## config.mk

```make
export PLATFORM = sky130hd
export DESIGN_NAME = scd_top
export DESIGN_NICKNAME = d
export VERILOG_FILES = /design/src/hw/scd_pkg.sv /design/src/hw/scd_delay.sv /design/src/hw/scd_div_core.sv /design/src/hw/scd_top.sv
export SDC_FILE = /design/constraint.sdc
export NUM_CORES = 1
export LEC_CHECK = 0
export ABC_AREA = 1
export BUFFER_PORTS_ARGS = -buffer_cell sky130_fd_sc_hd__clkbuf_2
export CORE_MARGIN = 2
export CORE_UTILIZATION = 25
export DETAILED_ROUTE_END_ITERATION = 12
export GPL_TIMING_DRIVEN = 0
export PLACE_DENSITY_LB_ADDON = 0.2
export SLEW_MARGIN = 20
export SYNTH_ARGS = -nofsm -noshare
export SYNTH_HDL_FRONTEND = slang
export SYNTH_SLANG_ARGS = --single-unit
```

## constraint.sdc

```tcl
create_clock -name clk_sys_i -period 4.7 [get_ports clk_sys_i]
set_input_delay 0.47 -clock clk_sys_i [delete_from_list [all_inputs] [get_ports clk_sys_i]]
set_output_delay 0.47 -clock clk_sys_i [all_outputs]
set_load 0.005 [all_outputs]
```

## src/hw/scd_pkg.sv

```systemverilog
// package: constants for the system clock divider and source block
package scd_pkg;
  // clock source select fuse codes
  localparam logic [1:0] SRC_EXT = 2'h0;
  localparam logic [1:0] SRC_RSVD = 2'h1;
  localparam logic [1:0] SRC_RC = 2'h2;
  localparam logic [1:0] SRC_LP = 2'h3;
  // start-up fuse codes
  localparam logic [1:0] SUT_BOD = 2'h0;
  localparam logic [1:0] SUT_FAST = 2'h1;
  localparam logic [1:0] SUT_SLOW = 2'h2;
  localparam logic [1:0] SUT_RSVD = 2'h3;
  // register offsets (own map)
  localparam logic [1:0] OFS_OSC_TRIM = 2'h0;
  localparam logic [1:0] OFS_DIV_CTRL = 2'h1;
  localparam logic [1:0] OFS_STATUS = 2'h2;
  // divider control fields
  localparam int UNLOCK_BIT = 7;
  localparam logic [3:0] DIV_RST_NODIV8 = 4'h0;
  localparam logic [3:0] DIV_RST_DIV8 = 4'h3;
  localparam logic [3:0] DIV_MAX_CODE = 4'h8;
  localparam logic [2:0] UNLOCK_CYCLES = 3'h4;
  // timing
  localparam int CLK_MHZ = 200;
  localparam int RESET_BASE_CK = 14;
  localparam int WAKE_CK = 6;
  localparam int SUT_FAST_MS = 4;
  localparam int SUT_SLOW_MS = 64;
  localparam int SUT_FAST_CYC = SUT_FAST_MS * CLK_MHZ * 1000;
  localparam int SUT_SLOW_CYC = SUT_SLOW_MS * CLK_MHZ * 1000;
endpackage

```

## src/hw/scd_delay.sv

```systemverilog
// file: start-up delay counter
`timescale 1ns/10ps
module scd_delay #(
  parameter int W = 24
) (
  input wire logic clk_sys_i,          // clock
  input wire logic rstn_i,             // async reset, active low
  input wire logic load_i,             // start a new count
  input wire logic [W-1:0] len_i,      // cycles to wait
  input wire logic tick_i,             // count enable edge
  output logic done_o                  // delay expired
);
  logic [W-1:0] cnt_ff, nxt_cnt;

  // count down on ticks; zero means done
  always_comb begin
    nxt_cnt = cnt_ff;
    if (load_i) begin
      nxt_cnt = len_i;
    end else if (tick_i && cnt_ff != '0) begin
      nxt_cnt = cnt_ff - 1'b1;
    end
  end

  always_ff @(posedge clk_sys_i or negedge rstn_i) begin
    if (!rstn_i) begin
      cnt_ff <= '0;
    end else begin
      cnt_ff <= nxt_cnt;
    end
  end

  assign done_o = (cnt_ff == '0) && !load_i;
endmodule

```

## src/hw/scd_div_core.sv

```systemverilog
// file: glitch-free power-of-two clock enable generator
`timescale 1ns/10ps
module scd_div_core #(
  parameter int CNT_W = 8
) (
  input wire logic clk_sys_i,          // undivided source clock
  input wire logic rstn_i,             // async reset, active low
  input wire logic [3:0] div_i,        // requested division code
  output logic tick_o,                 // one-cycle divided clock edge
  output logic clk_div_o,              // divided clock level
  output logic [3:0] div_act_o         // code now in effect
);
  logic [CNT_W-1:0] cnt_ff, nxt_cnt;
  logic [3:0] act_ff, nxt_act;
  logic lvl_ff, nxt_lvl;

  function automatic logic [CNT_W-1:0] last_cnt(input logic [3:0] code);
    last_cnt = CNT_W'((9'h001 << code) - 9'h001);
  endfunction

  // count to the end of the period, adopt new code only at a period
  // boundary so no period is shorter than old or new
  always_comb begin
    nxt_cnt = cnt_ff + 1'b1;
    nxt_act = act_ff;
    nxt_lvl = lvl_ff;
    if (cnt_ff >= last_cnt(act_ff)) begin
      nxt_cnt = '0;
      nxt_act = div_i;
    end
    if (act_ff == 4'h0) begin
      nxt_lvl = 1'b1;
    end else begin
      nxt_lvl = (cnt_ff < (last_cnt(act_ff) >> 1)) || (cnt_ff >= last_cnt(act_ff));
    end
  end

  always_ff @(posedge clk_sys_i or negedge rstn_i) begin
    if (!rstn_i) begin
      cnt_ff <= '0;
      act_ff <= 4'h0;
      lvl_ff <= 1'b0;
    end else begin
      cnt_ff <= nxt_cnt;
      act_ff <= nxt_act;
      lvl_ff <= nxt_lvl;
    end
  end

  assign tick_o = (cnt_ff >= last_cnt(act_ff));
  // undivided: the source clock itself goes out, since a registered level cannot toggle every cycle;
  // the swap always lands on a high phase at a period end, so no runt pulse reaches the pin
  assign clk_div_o = (act_ff == 4'h0) ? clk_sys_i : lvl_ff;
  assign div_act_o = act_ff;
endmodule

```

## src/hw/scd_top.sv

```systemverilog
// file: system clock source, start-up delay, output buffer and divider
//
// Design decisions made here: strobed register access and the placing of the registers.
`timescale 1ns/10ps
module scd_top #(
  parameter logic [7:0] FACTORY_TRIM = 8'h80,              // arbitrary factory calibration
  parameter int FAST_CYC = scd_pkg::SUT_FAST_CYC,          // 4 ms in cycles
  parameter int SLOW_CYC = scd_pkg::SUT_SLOW_CYC,          // 64 ms in cycles
  parameter int DLY_W = 24                                 // delay counter width
) (
  input wire logic clk_sys_i,              // undivided system clock
  input wire logic rstn_i,                 // async reset, active low
  input wire logic ext_clock_in_pin_i,     // external clock pin level
  input wire logic clk_rc_i,               // calibrated oscillator level
  input wire logic clk_lp_i,               // low-power oscillator level
  input wire logic [1:0] clock_source_select_fuse_i, // source fuse
  input wire logic [1:0] startup_time_fuse_i,        // start-up fuse
  input wire logic clock_output_fuse_i,    // 1 = output fuse programmed
  input wire logic divide_by_eight_fuse_i, // 1 = fuse programmed
  input wire logic wake_i,                 // power-down wake request pulse
  input wire logic [1:0] addr_i,           // register address
  input wire logic [7:0] wdata_i,          // write data
  input wire logic wr_i,                   // write strobe
  input wire logic rd_i,                   // read strobe
  output logic [7:0] rdata_o,              // read data, cycle after rd
  output logic src_clk_o,                  // selected source clock level
  output logic clock_output_pin_o,         // clock output pin value
  output logic clock_output_pin_oe_o,      // clock output pin drive enable
  output logic clk_en_io_o,                // io domain clock enable
  output logic clk_en_adc_o,               // converter domain enable
  output logic clk_en_cpu_o,               // core domain enable
  output logic clk_en_flash_o,             // program memory domain enable
  output logic core_run_o,                 // start-up delay finished
  output logic [7:0] osc_trim_o            // trim code to oscillator
);
  // ----------------------------------------
  // state
  // ----------------------------------------
  typedef enum logic [1:0] {
    ST_INIT = 2'b00,
    ST_WAIT = 2'b01,
    ST_RUN  = 2'b10
  } scd_st_t;

  scd_st_t st_ff, nxt_st;
  logic [7:0] trim_ff, nxt_trim;
  logic [3:0] div_ff, nxt_div;
  logic unlock_ff, nxt_unlock;
  logic [2:0] win_ff, nxt_win;
  logic [7:0] rdata_ff, nxt_rdata;
  logic init_ff, nxt_init;
  logic dly_load;
  logic [DLY_W-1:0] dly_len;
  logic dly_done;
  logic tick;
  logic clk_div;
  logic [3:0] div_act;
  logic wr_trim, wr_div;

  // ----------------------------------------
  // source selection
  // ----------------------------------------
  // reserved code falls back to the rc oscillator
  always_comb begin
    unique case (clock_source_select_fuse_i)
      scd_pkg::SRC_EXT: src_clk_o = ext_clock_in_pin_i;
      scd_pkg::SRC_RC: src_clk_o = clk_rc_i;
      scd_pkg::SRC_LP: src_clk_o = clk_lp_i;
      scd_pkg::SRC_RSVD: src_clk_o = clk_rc_i;
    endcase
  end

  // ----------------------------------------
  // start-up delay
  // ----------------------------------------
  function automatic logic [DLY_W-1:0] reset_len(input logic [1:0] startup_time_fuse);
    logic [DLY_W-1:0] base;
    base = DLY_W'(scd_pkg::RESET_BASE_CK);
    unique case (startup_time_fuse)
      scd_pkg::SUT_BOD: reset_len = base;
      scd_pkg::SUT_FAST: reset_len = base + DLY_W'(FAST_CYC);
      scd_pkg::SUT_SLOW: reset_len = base + DLY_W'(SLOW_CYC);
      scd_pkg::SUT_RSVD: reset_len = base + DLY_W'(SLOW_CYC); // reserved: longest, safest
    endcase
  endfunction

  // delay counts in source cycles; the divider is not yet relevant
  always_comb begin
    nxt_st = st_ff;
    dly_load = 1'b0;
    dly_len = reset_len(startup_time_fuse_i);
    unique case (st_ff)
      ST_INIT: begin
        dly_load = 1'b1;
        nxt_st = ST_WAIT;
      end
      ST_WAIT: begin
        if (dly_done) begin
          nxt_st = ST_RUN;
        end
      end
      ST_RUN: begin
        if (wake_i) begin
          dly_load = 1'b1;
          dly_len = DLY_W'(scd_pkg::WAKE_CK);
          nxt_st = ST_WAIT;
        end
      end
      default: nxt_st = ST_INIT;
    endcase
  end

  scd_delay #(.W(DLY_W)) u_delay (
    .clk_sys_i(clk_sys_i),
    .rstn_i(rstn_i),
    .load_i(dly_load),
    .len_i(dly_len),
    .tick_i(1'b1),
    .done_o(dly_done)
  );

  // ----------------------------------------
  // register writes
  // ----------------------------------------
  assign wr_trim = wr_i && (addr_i == scd_pkg::OFS_OSC_TRIM);
  assign wr_div = wr_i && (addr_i == scd_pkg::OFS_DIV_CTRL);

  // fuse-dependent reset values are taken on the first clock after release,
  // since async reset may only load constants
  always_comb begin
    nxt_init = 1'b1;
    nxt_trim = trim_ff;
    nxt_div = div_ff;
    nxt_unlock = unlock_ff;
    nxt_win = win_ff;
    if (!init_ff) begin
      nxt_trim = FACTORY_TRIM;
      nxt_div = divide_by_eight_fuse_i ? scd_pkg::DIV_RST_DIV8 : scd_pkg::DIV_RST_NODIV8;
    end else begin
      if (wr_trim) begin
        nxt_trim = wdata_i;
      end
      // window counts divided-clock edges
      if (unlock_ff && tick) begin
        nxt_win = win_ff + 3'h1;
        if (win_ff + 3'h1 >= scd_pkg::UNLOCK_CYCLES) begin
          nxt_unlock = 1'b0;
        end
      end
      if (wr_div) begin
        if (unlock_ff && !wdata_i[scd_pkg::UNLOCK_BIT]) begin
          nxt_div = wdata_i[3:0];
          nxt_unlock = 1'b0;
        end else if (!unlock_ff && wdata_i == 8'h80) begin
          nxt_unlock = 1'b1;
          nxt_win = 3'h0;
        end
        // a repeat unlock write falls through untouched
      end
    end
  end

  always_ff @(posedge clk_sys_i or negedge rstn_i) begin
    if (!rstn_i) begin
      st_ff <= ST_INIT;
      init_ff <= 1'b0;
      trim_ff <= 8'h00;
      div_ff <= 4'h0;
      unlock_ff <= 1'b0;
      win_ff <= 3'h0;
      rdata_ff <= 8'h00;
    end else begin
      st_ff <= nxt_st;
      init_ff <= nxt_init;
      trim_ff <= nxt_trim;
      div_ff <= nxt_div;
      unlock_ff <= nxt_unlock;
      win_ff <= nxt_win;
      rdata_ff <= nxt_rdata;
    end
  end

  // ----------------------------------------
  // register reads
  // ----------------------------------------
  // unmapped addresses read zero
  always_comb begin
    nxt_rdata = 8'h00;
    if (rd_i) begin
      unique case (addr_i)
        scd_pkg::OFS_OSC_TRIM: nxt_rdata = trim_ff;
        scd_pkg::OFS_DIV_CTRL: nxt_rdata = {unlock_ff, 3'h0, div_ff};
        scd_pkg::OFS_STATUS: nxt_rdata = {3'h0, st_ff == ST_RUN, div_act};
        default: nxt_rdata = 8'h00;
      endcase
    end
  end

  // ----------------------------------------
  // divider and clock outputs
  // ----------------------------------------
  // reserved codes saturate at the largest factor
  scd_div_core u_div (
    .clk_sys_i(clk_sys_i),
    .rstn_i(rstn_i),
    .div_i((div_ff > scd_pkg::DIV_MAX_CODE) ? scd_pkg::DIV_MAX_CODE : div_ff),
    .tick_o(tick),
    .clk_div_o(clk_div),
    .div_act_o(div_act)
  );

  // one enable feeds every domain, gated by the start-up delay
  assign clk_en_io_o = tick && (st_ff == ST_RUN);
  assign clk_en_adc_o = tick && (st_ff == ST_RUN);
  assign clk_en_cpu_o = tick && (st_ff == ST_RUN);
  assign clk_en_flash_o = tick && (st_ff == ST_RUN);
  assign core_run_o = (st_ff == ST_RUN);
  // output pin runs also while the delay holds the core
  assign clock_output_pin_o = clock_output_fuse_i & clk_div;
  assign clock_output_pin_oe_o = clock_output_fuse_i;
  assign osc_trim_o = trim_ff;
  assign rdata_o = rdata_ff;
endmodule

```

==> out/results.ini, run 1 <==
[worst_setup_path]
crit_buf_inv=4
worstPathArrival_ns=3.16
worstPathCellList=nor2_4, nand2_1, ha_1, ha_1, nand2_1, nand2_1, nand2_1, nand2_1, nand2_1, nand2_1, nand2_1, nand2_1, nand2_1, nand2_2, buf_6, inv_2, nor2_1, buf_4, clkbuf_2
cp_top_family=simple AND/OR/NAND/NOR gates
crit_type=reg2out
cp-end-kind=output pin
cpPeakStageDelay_ns=0.45
required_ns=4.23
worstPathMaxFanout=10
path_common_cell=nand2_1
slowest_stage=dfrtp_1
crit_path_start_kind=register

[grt]
globalRouteOverflowTotal=0
track_usage_pct=12.6
grt_max_degree=51
antenna_found_initial=0
grt_first_pass_wirelength_microns=16200
grt_pass1_vias=3502

[final_layout]
mostFrequentLayoutCells=nand2_1, inv_1, dfrtp_1, nor2_1, clkbuf_2
mostFrequentLayoutCell=nand2_1
nNetsFinal=582
design_area_sq_um=4620
nFillCells=1572
diodes=0
layout-drive-gt1-share_pct=18.3
area_growth_pct=23.9

[sta]
finalSetupViolCount=0
final.min_clock_period_ns=3.63
layout_setup_ws_ns=1.07
clock_skew_ns=0.00515
fin_crit_sh_pct=77.2
rsz0062_at_grt=no
hold_viol_final=0
setup_tns_ns=0
maxSlewViolCount=0
tightest_slew_ns=0.742
timing.fmax_mhz=276
relSlewSlack_pct=50.4

[pwr]
total_power_w=0.00248
p_leak_nw=2.27
power_density_nw_per_um2=537
pwr-share-seq_pct=31.5
ir_drop_mv=0.214
power.switching_w=0.000891
p_clk_share_pct=33.8
p_int_w=0.00159
swShare_pct=36.0
pwr-share-comb_pct=34.7

[floorplanning]
rows=44
dieWidth_microns=126
io-pin-count=48
dieArea_sq_um=15900
core_area_sq_um=14500
initial_core_util_pct=25.6
die_h_microns=126

[placement]
hpwl_microns=7250
pre_cts_ws_ns=1.47
detailed_place.area_sq_um=4220
gp_congestion=0.862
portBuffers=47

[routing]
ant_nets=0
num_vias=3352
wl_microns=9400
drt_first_pass_iters=4
vias_per_cell=4.59
first_iter_violations=115
post_drt_wl_per_cell_microns=12.9
drc=0

[synth]
synth_enable_flop_cells=0
async_flop_share_pct=100
ys_seq_area_share_pct=43.0
yosysUniqueCellTypes=39
syn_inst=481
synth_area_sq_um=3730
synth.avg_cell_area_sq_um=7.75
synthFlopType=dfrtp_1
synth-seq-cells=64
synth_fp_nets=519
yosysWarningCount=0

[clocking]
cts_setup_buffers=0
cts.reportedPaths.clkPinSlew_ns=0.05
postCtsHoldBufs=1
clk_latency_ns=0.44
cts_tree=built
cts_resized=0

[worst_hold_path]
hold_class=in2reg

[status]
status=finished clean

[job]
max-cap-violations=0

-- power by group through the flow --
stage / Clock (W) / Combinational [W] / Sequential, W
after detailed placement: 0.00000670 / 0.000866 / 0.000793
after floorplan: 0.00000354 / 0.000655 / 0.000761
after global routing: 0.000884 / 0.00101 / 0.000800
final: 0.000838 / 0.000859 / 0.000782
after CTS: 0.000861 / 0.000872 / 0.000784
after global placement: 0.00000670 / 0.000831 / 0.000785
-- worst register-to-register path, delay by kind of cell, from the launching register on --
kind,cells,cell delay [ns]
XOR/XNOR,1,0.26
flip-flops,1,0.45
AND/OR/NAND/NOR,14,1.05
buffers and inverters,1,0.15
adder cells (fa/ha/maj),2,0.54
-- synth_stat cells (2+ instances only) --
cell | n | area share [%]
inv_2 | 3 | 0.30
nor2_1 | 59 | 5.9
a22oi_1 | 3 | 0.60
nand3_1 | 30 | 4.0
buf_2 | 3 | 0.40
nor4_1 | 4 | 0.67
o21ai_1 | 9 | 1.2
ha_1 | 14 | 4.7
nand3b_1 | 4 | 0.81
nor2_2 | 2 | 0.34
nor4_4 | 2 | 1.1
nand2_1 | 90 | 9.1
nand2_2 | 8 | 1.3
a31oi_1 | 2 | 0.34
nand3_2 | 2 | 0.54
o21ai_0 | 31 | 4.2
o21bai_1 | 2 | 0.40
inv_1 | 68 | 6.9
a21oi_1 | 31 | 4.2
nor2_4 | 2 | 0.60
or2_2 | 2 | 0.34
clkbuf_1 | 3 | 0.30
xnor2_1 | 5 | 1.2
buf_4 | 4 | 0.81
nor3_1 | 9 | 1.2
dfrtp_1 | 64 | 43
nand4_1 | 6 | 1.0
xor2_1 | 6 | 1.4
nor3_2 | 3 | 0.81
-- cells by family (layout without fill, tap and decap cells) --
family / count (synthesis) / count (layout) / synth area share, %
and+or+nand+nor: 225 / 225 / 28.5
AOI/OAI and AO/OA: 84 / 84 / 12.1
buffers and inverters: 82 / 148 / 8.97
DFF: 64 / 64 / 43.0
adders and majority gates: 14 / 14 / 4.70
xor gates and xnor gates: 11 / 11 / 2.59
other: 1 / 1 / 0.101
-- per-layer routing --
metal  part of all wire, %  GRT usage (%)  vias up
met5                     0              0        -
met4                   2.0           4.85        0
met3                   3.0           3.61       16
met2                    51           22.1       40
met1                    44           14.5     1610
li1                      -              -     1686
-- sequential cells by signal (all words and copies together), names as in the netlist, 2 cells and up --
name / cells
u_delay.cnt_ff: 24
st_ff: 2
u_div.cnt_ff: 8
div_ff: 4
u_div.div_act_o: 4
osc_trim_o: 8
win_ff: 3
rdata_o: 8
-- worst paths after layout --
check / startpoint / endpoint / slack, ns / cells past startpoint
max in group asynchronous: rstn_i / u_div.cnt_ff[2]$_DFF_PN0_ / 3.71 / 3
min in group asynchronous: rstn_i / u_delay.cnt_ff[4]$_DFFE_PN0N_ / 0.46 / 2
max: u_div.div_act_o[2]$_DFFE_PN0N_ / clk_en_flash_o / 1.07 / 19
min reg2reg: u_delay.cnt_ff[15]$_DFFE_PN0N_ / u_delay.cnt_ff[15]$_DFFE_PN0N_ / 0.50 / 1
min: wake_i / st_ff[1]$_DFFE_PN0P_ / 0.25 / 2
max reg2reg: u_div.div_act_o[2]$_DFFE_PN0N_ / win_ff[1]$_DFFE_PN0P_ / 2.15 / 18
-- cell type report --
type,instances,area [sq um],area share (%)
Multi-Input combinational cell,335,1790,38.8
Sequential cell,64,1600,34.7
Clock buffer,14,319,6.91
Timing Repair Buffer,48,270,5.86
Inverter,71,267,5.77
Tap cell,184,230,4.99
Clock inverter,4,70.1,1.52
Buffer,11,67.6,1.46
-- metrics by stage --
step           util, %  hold WS (ns)  instances
2_1_floorplan        -         0.174        481
3_3_place_gp      28.8         0.495        712
3_5_place_dp      29.0         0.387        713
4_1_cts           31.8         0.234        731
5_1_grt           31.8         0.256        731
6_report          31.8         0.247        731
No activity file was read; power rests on OpenSTA's default activity.
==> run 2: changes to the inputs <==
==> constraint.sdc (replaced) <==
create_clock -name clk_sys_i -period 3.1 [get_ports clk_sys_i]
set_input_delay 0.31 -clock clk_sys_i [delete_from_list [all_inputs] [get_ports clk_sys_i]]
set_output_delay 0.31 -clock clk_sys_i [all_outputs]
set_load 0.005 [all_outputs]
==> run 2 against run 1 <==
  * Die area stayed put
  * Global-route usage is 0.12 points higher
  * Final area rose by 4.4%
  * Critical path depth down 1
  * Register-to-register slack worse by 1.5 ns
  * Sequential cell count unchanged
  * Utilization increased by 1.4 points
  * Routed wire length up 2.0%
  * Combinational power increased by 91%
  * Clock power grew 52%
  * Largest cell class unchanged
==> out/results.ini, run 2 (synthesis results as in run 1) <==
[worst_setup_path]
cp_top_family=simple AND/OR/NAND/NOR gates
r2r-start=u_div.div_act_o[2]$_DFFE_PN0N_
worstPathCellList=nor2_4, nand2_4, ha_4, ha_4, nand2_2, nand2_1, nand2_1, nand2_1, nand2_1, nand2_1, nand2_1, nand2_1, nand2_1, nand2_2, inv_4, nor2_4, buf_6, buf_6
path_common_cell=nand2_1
crit_path_start_kind=register
regToRegSetupSlack_ns=0.65
cpPeakStageDelay_ns=0.45
crit_buf_inv=3
cp-end-kind=output pin
worstPathMaxFanout=4
crit_type=reg2out
slowest_stage=dfrtp_2
ff2ff_path_depth=20
rr_endpoint=win_ff[2]$_DFFE_PN0P_
worstPathArrival_ns=2.68
required_ns=2.79

[final_layout]
nFillCells=1561
top_register=u_delay.cnt_ff
mostFrequentLayoutCells=nand2_1, inv_1, dfrtp_1, nor2_1, clkbuf_2
post-route-util_pct=33.2
largest_reg_flops=24
final_cell_count_no_fill=741
area_growth_pct=29.4
nNetsFinal=592
mostFrequentLayoutCell=nand2_1
diodes=0
layout-drive-gt1-share_pct=22.3

[floorplanning]
initial_core_util_pct=25.6
dieWidth_microns=126
rows=44
die_h_microns=126
core_area_sq_um=14500
io-pin-count=48
dieArea_sq_um=15900

[status]
status=finished clean

[worst_hold_path]
whs_path_depth=2
hold_end=st_ff[1]$_DFFE_PN0P_
hold_class=in2reg
holdCritStartpoint=wake_i

[routing]
first_iter_violations=113
drc=0
vias_per_cell=4.60
post_drt_wl_per_cell_microns=12.9
num_vias=3411
drt_first_pass_iters=5
ant_nets=0
wl_microns=9590

[sta]
layout_setup_ws_ns=0.112
maxSlewViolCount=0
clock_skew_ns=0.00339
timing.fmax_mhz=335
fin_crit_sh_pct=96.4
tightest_slew_ns=0.744
hold_viol_final=0
rsz0062_at_grt=yes
finalSetupViolCount=0
final.min_clock_period_ns=2.99
relSlewSlack_pct=50.3

[placement]
portBuffers=47
pre_cts_ws_ns=0.0254
place_inst=713
gp_congestion=0.862
hpwl_microns=7250

[grt]
globalRouteOverflowTotal=0
grt_pass1_vias=3531
grt_max_degree=51
track_usage_pct=12.7
antenna_found_initial=0
grt_first_pass_wirelength_microns=16400

[clocking]
clk_latency_ns=0.44
cts_tree=built
cts.reportedPaths.clkPinSlew_ns=0.05

[pwr]
power_density_nw_per_um2=854
p_leak_nw=2.34
ir_drop_mv=0.337

[job]
max-cap-violations=0

-- run 2: cell types whose count changed in the layout (fill, tap and decap cells not counted), sizes merged --
cell,delta
buf,+13
clkbuf,-3
-- run 2: worst reg2reg max path: stages, from the launching register on --
cell and delay [ns]:
dfrtp_2 0.42, nor2_4 0.19, buf_6 0.12, nand2_2 0.07, nor2_4 0.16, xnor2_4 0.15
ha_4 0.22, nand2_1 0.06, nand2_1 0.05, nand2_1 0.05, nand2_1 0.05, nand2_1 0.05
nand2_1 0.06, nand2_1 0.07, nand2_2 0.08, buf_4 0.14, buf_4 0.16, nand2_2 0.07
nand2_1 0.05, nand3_1 0.06, nand2_1 0.06
-- run 2: routing by layer --
layer / track usage, % / part of all wire [%] / up-vias
met5: 0 / 0 / -
met1: 14.8 / 44 / 1640
met2: 22.3 / 52 / 46
met3: 3.53 / 2.9 / 16
li1: - / - / 1709
met4: 4.85 / 2.0 / 0
-- run 2: layout make-up --
type	instances	area [sq um]	area share, %
plain buffers	10	67.6	1.40
clock buffers	14	319	6.62
clock inverters	4	70.1	1.45
inverters	71	269	5.58
multi-input cells	335	1880	39.1
flip-flops and latches	64	1610	33.3
well taps	184	230	4.78
repair buffers	59	375	7.79
-- run 2: worst max path at each step --
stage | depth (start not counted) | slack [ns] | end | startpoint
finish | 18 | 0.11 | clk_en_cpu_o | u_div.div_act_o[0]$_DFFE_PN0N_
global route | 18 | -0.04 | clk_en_cpu_o | u_div.div_act_o[2]$_DFFE_PN0N_
CTS | 18 | 0.02 | clk_en_io_o | u_div.div_act_o[3]$_DFFE_PN0N_
detailed placement | 19 | 0.03 | clk_en_io_o | u_div.div_act_o[2]$_DFFE_PN0N_
global placement | 19 | 0.06 | clk_en_cpu_o | u_div.div_act_o[2]$_DFFE_PN0N_
floorplan | 18 | 0.54 | clk_en_cpu_o | u_div.div_act_o[2]$_DFFE_PN0N_
-- run 2: metrics by stage --
stage / power [W] / cell area, sq um / hold WS [ns] / setup TNS (ns)
2_1_floorplan: 0.00215 / 3730 / 0.0144 / 0
3_3_place_gp: 0.00246 / 4190 / 0.495 / 0
3_5_place_dp: 0.00253 / 4220 / 0.227 / 0
4_1_cts: 0.00397 / 4700 / 0.0756 / 0
5_1_grt: 0.00445 / 4820 / 0.0972 / -0.120
6_report: 0.00412 / 4820 / 0.0843 / 0
-- run 2: power by group --
part           internal (W)  switching [W]
sequential          0.00101       0.000184
combinational      0.000736       0.000908
clock              0.000883       0.000391
total               0.00263        0.00148
-- run 2: repair_timing --
action	in CTS	in global routing
setup buffers	4	7
pin swaps	1	10
endpoints found under the setup margin	4	4
hold buffers	1	0
gates resized for setup	14	13
endpoints found under the hold margin	14	0
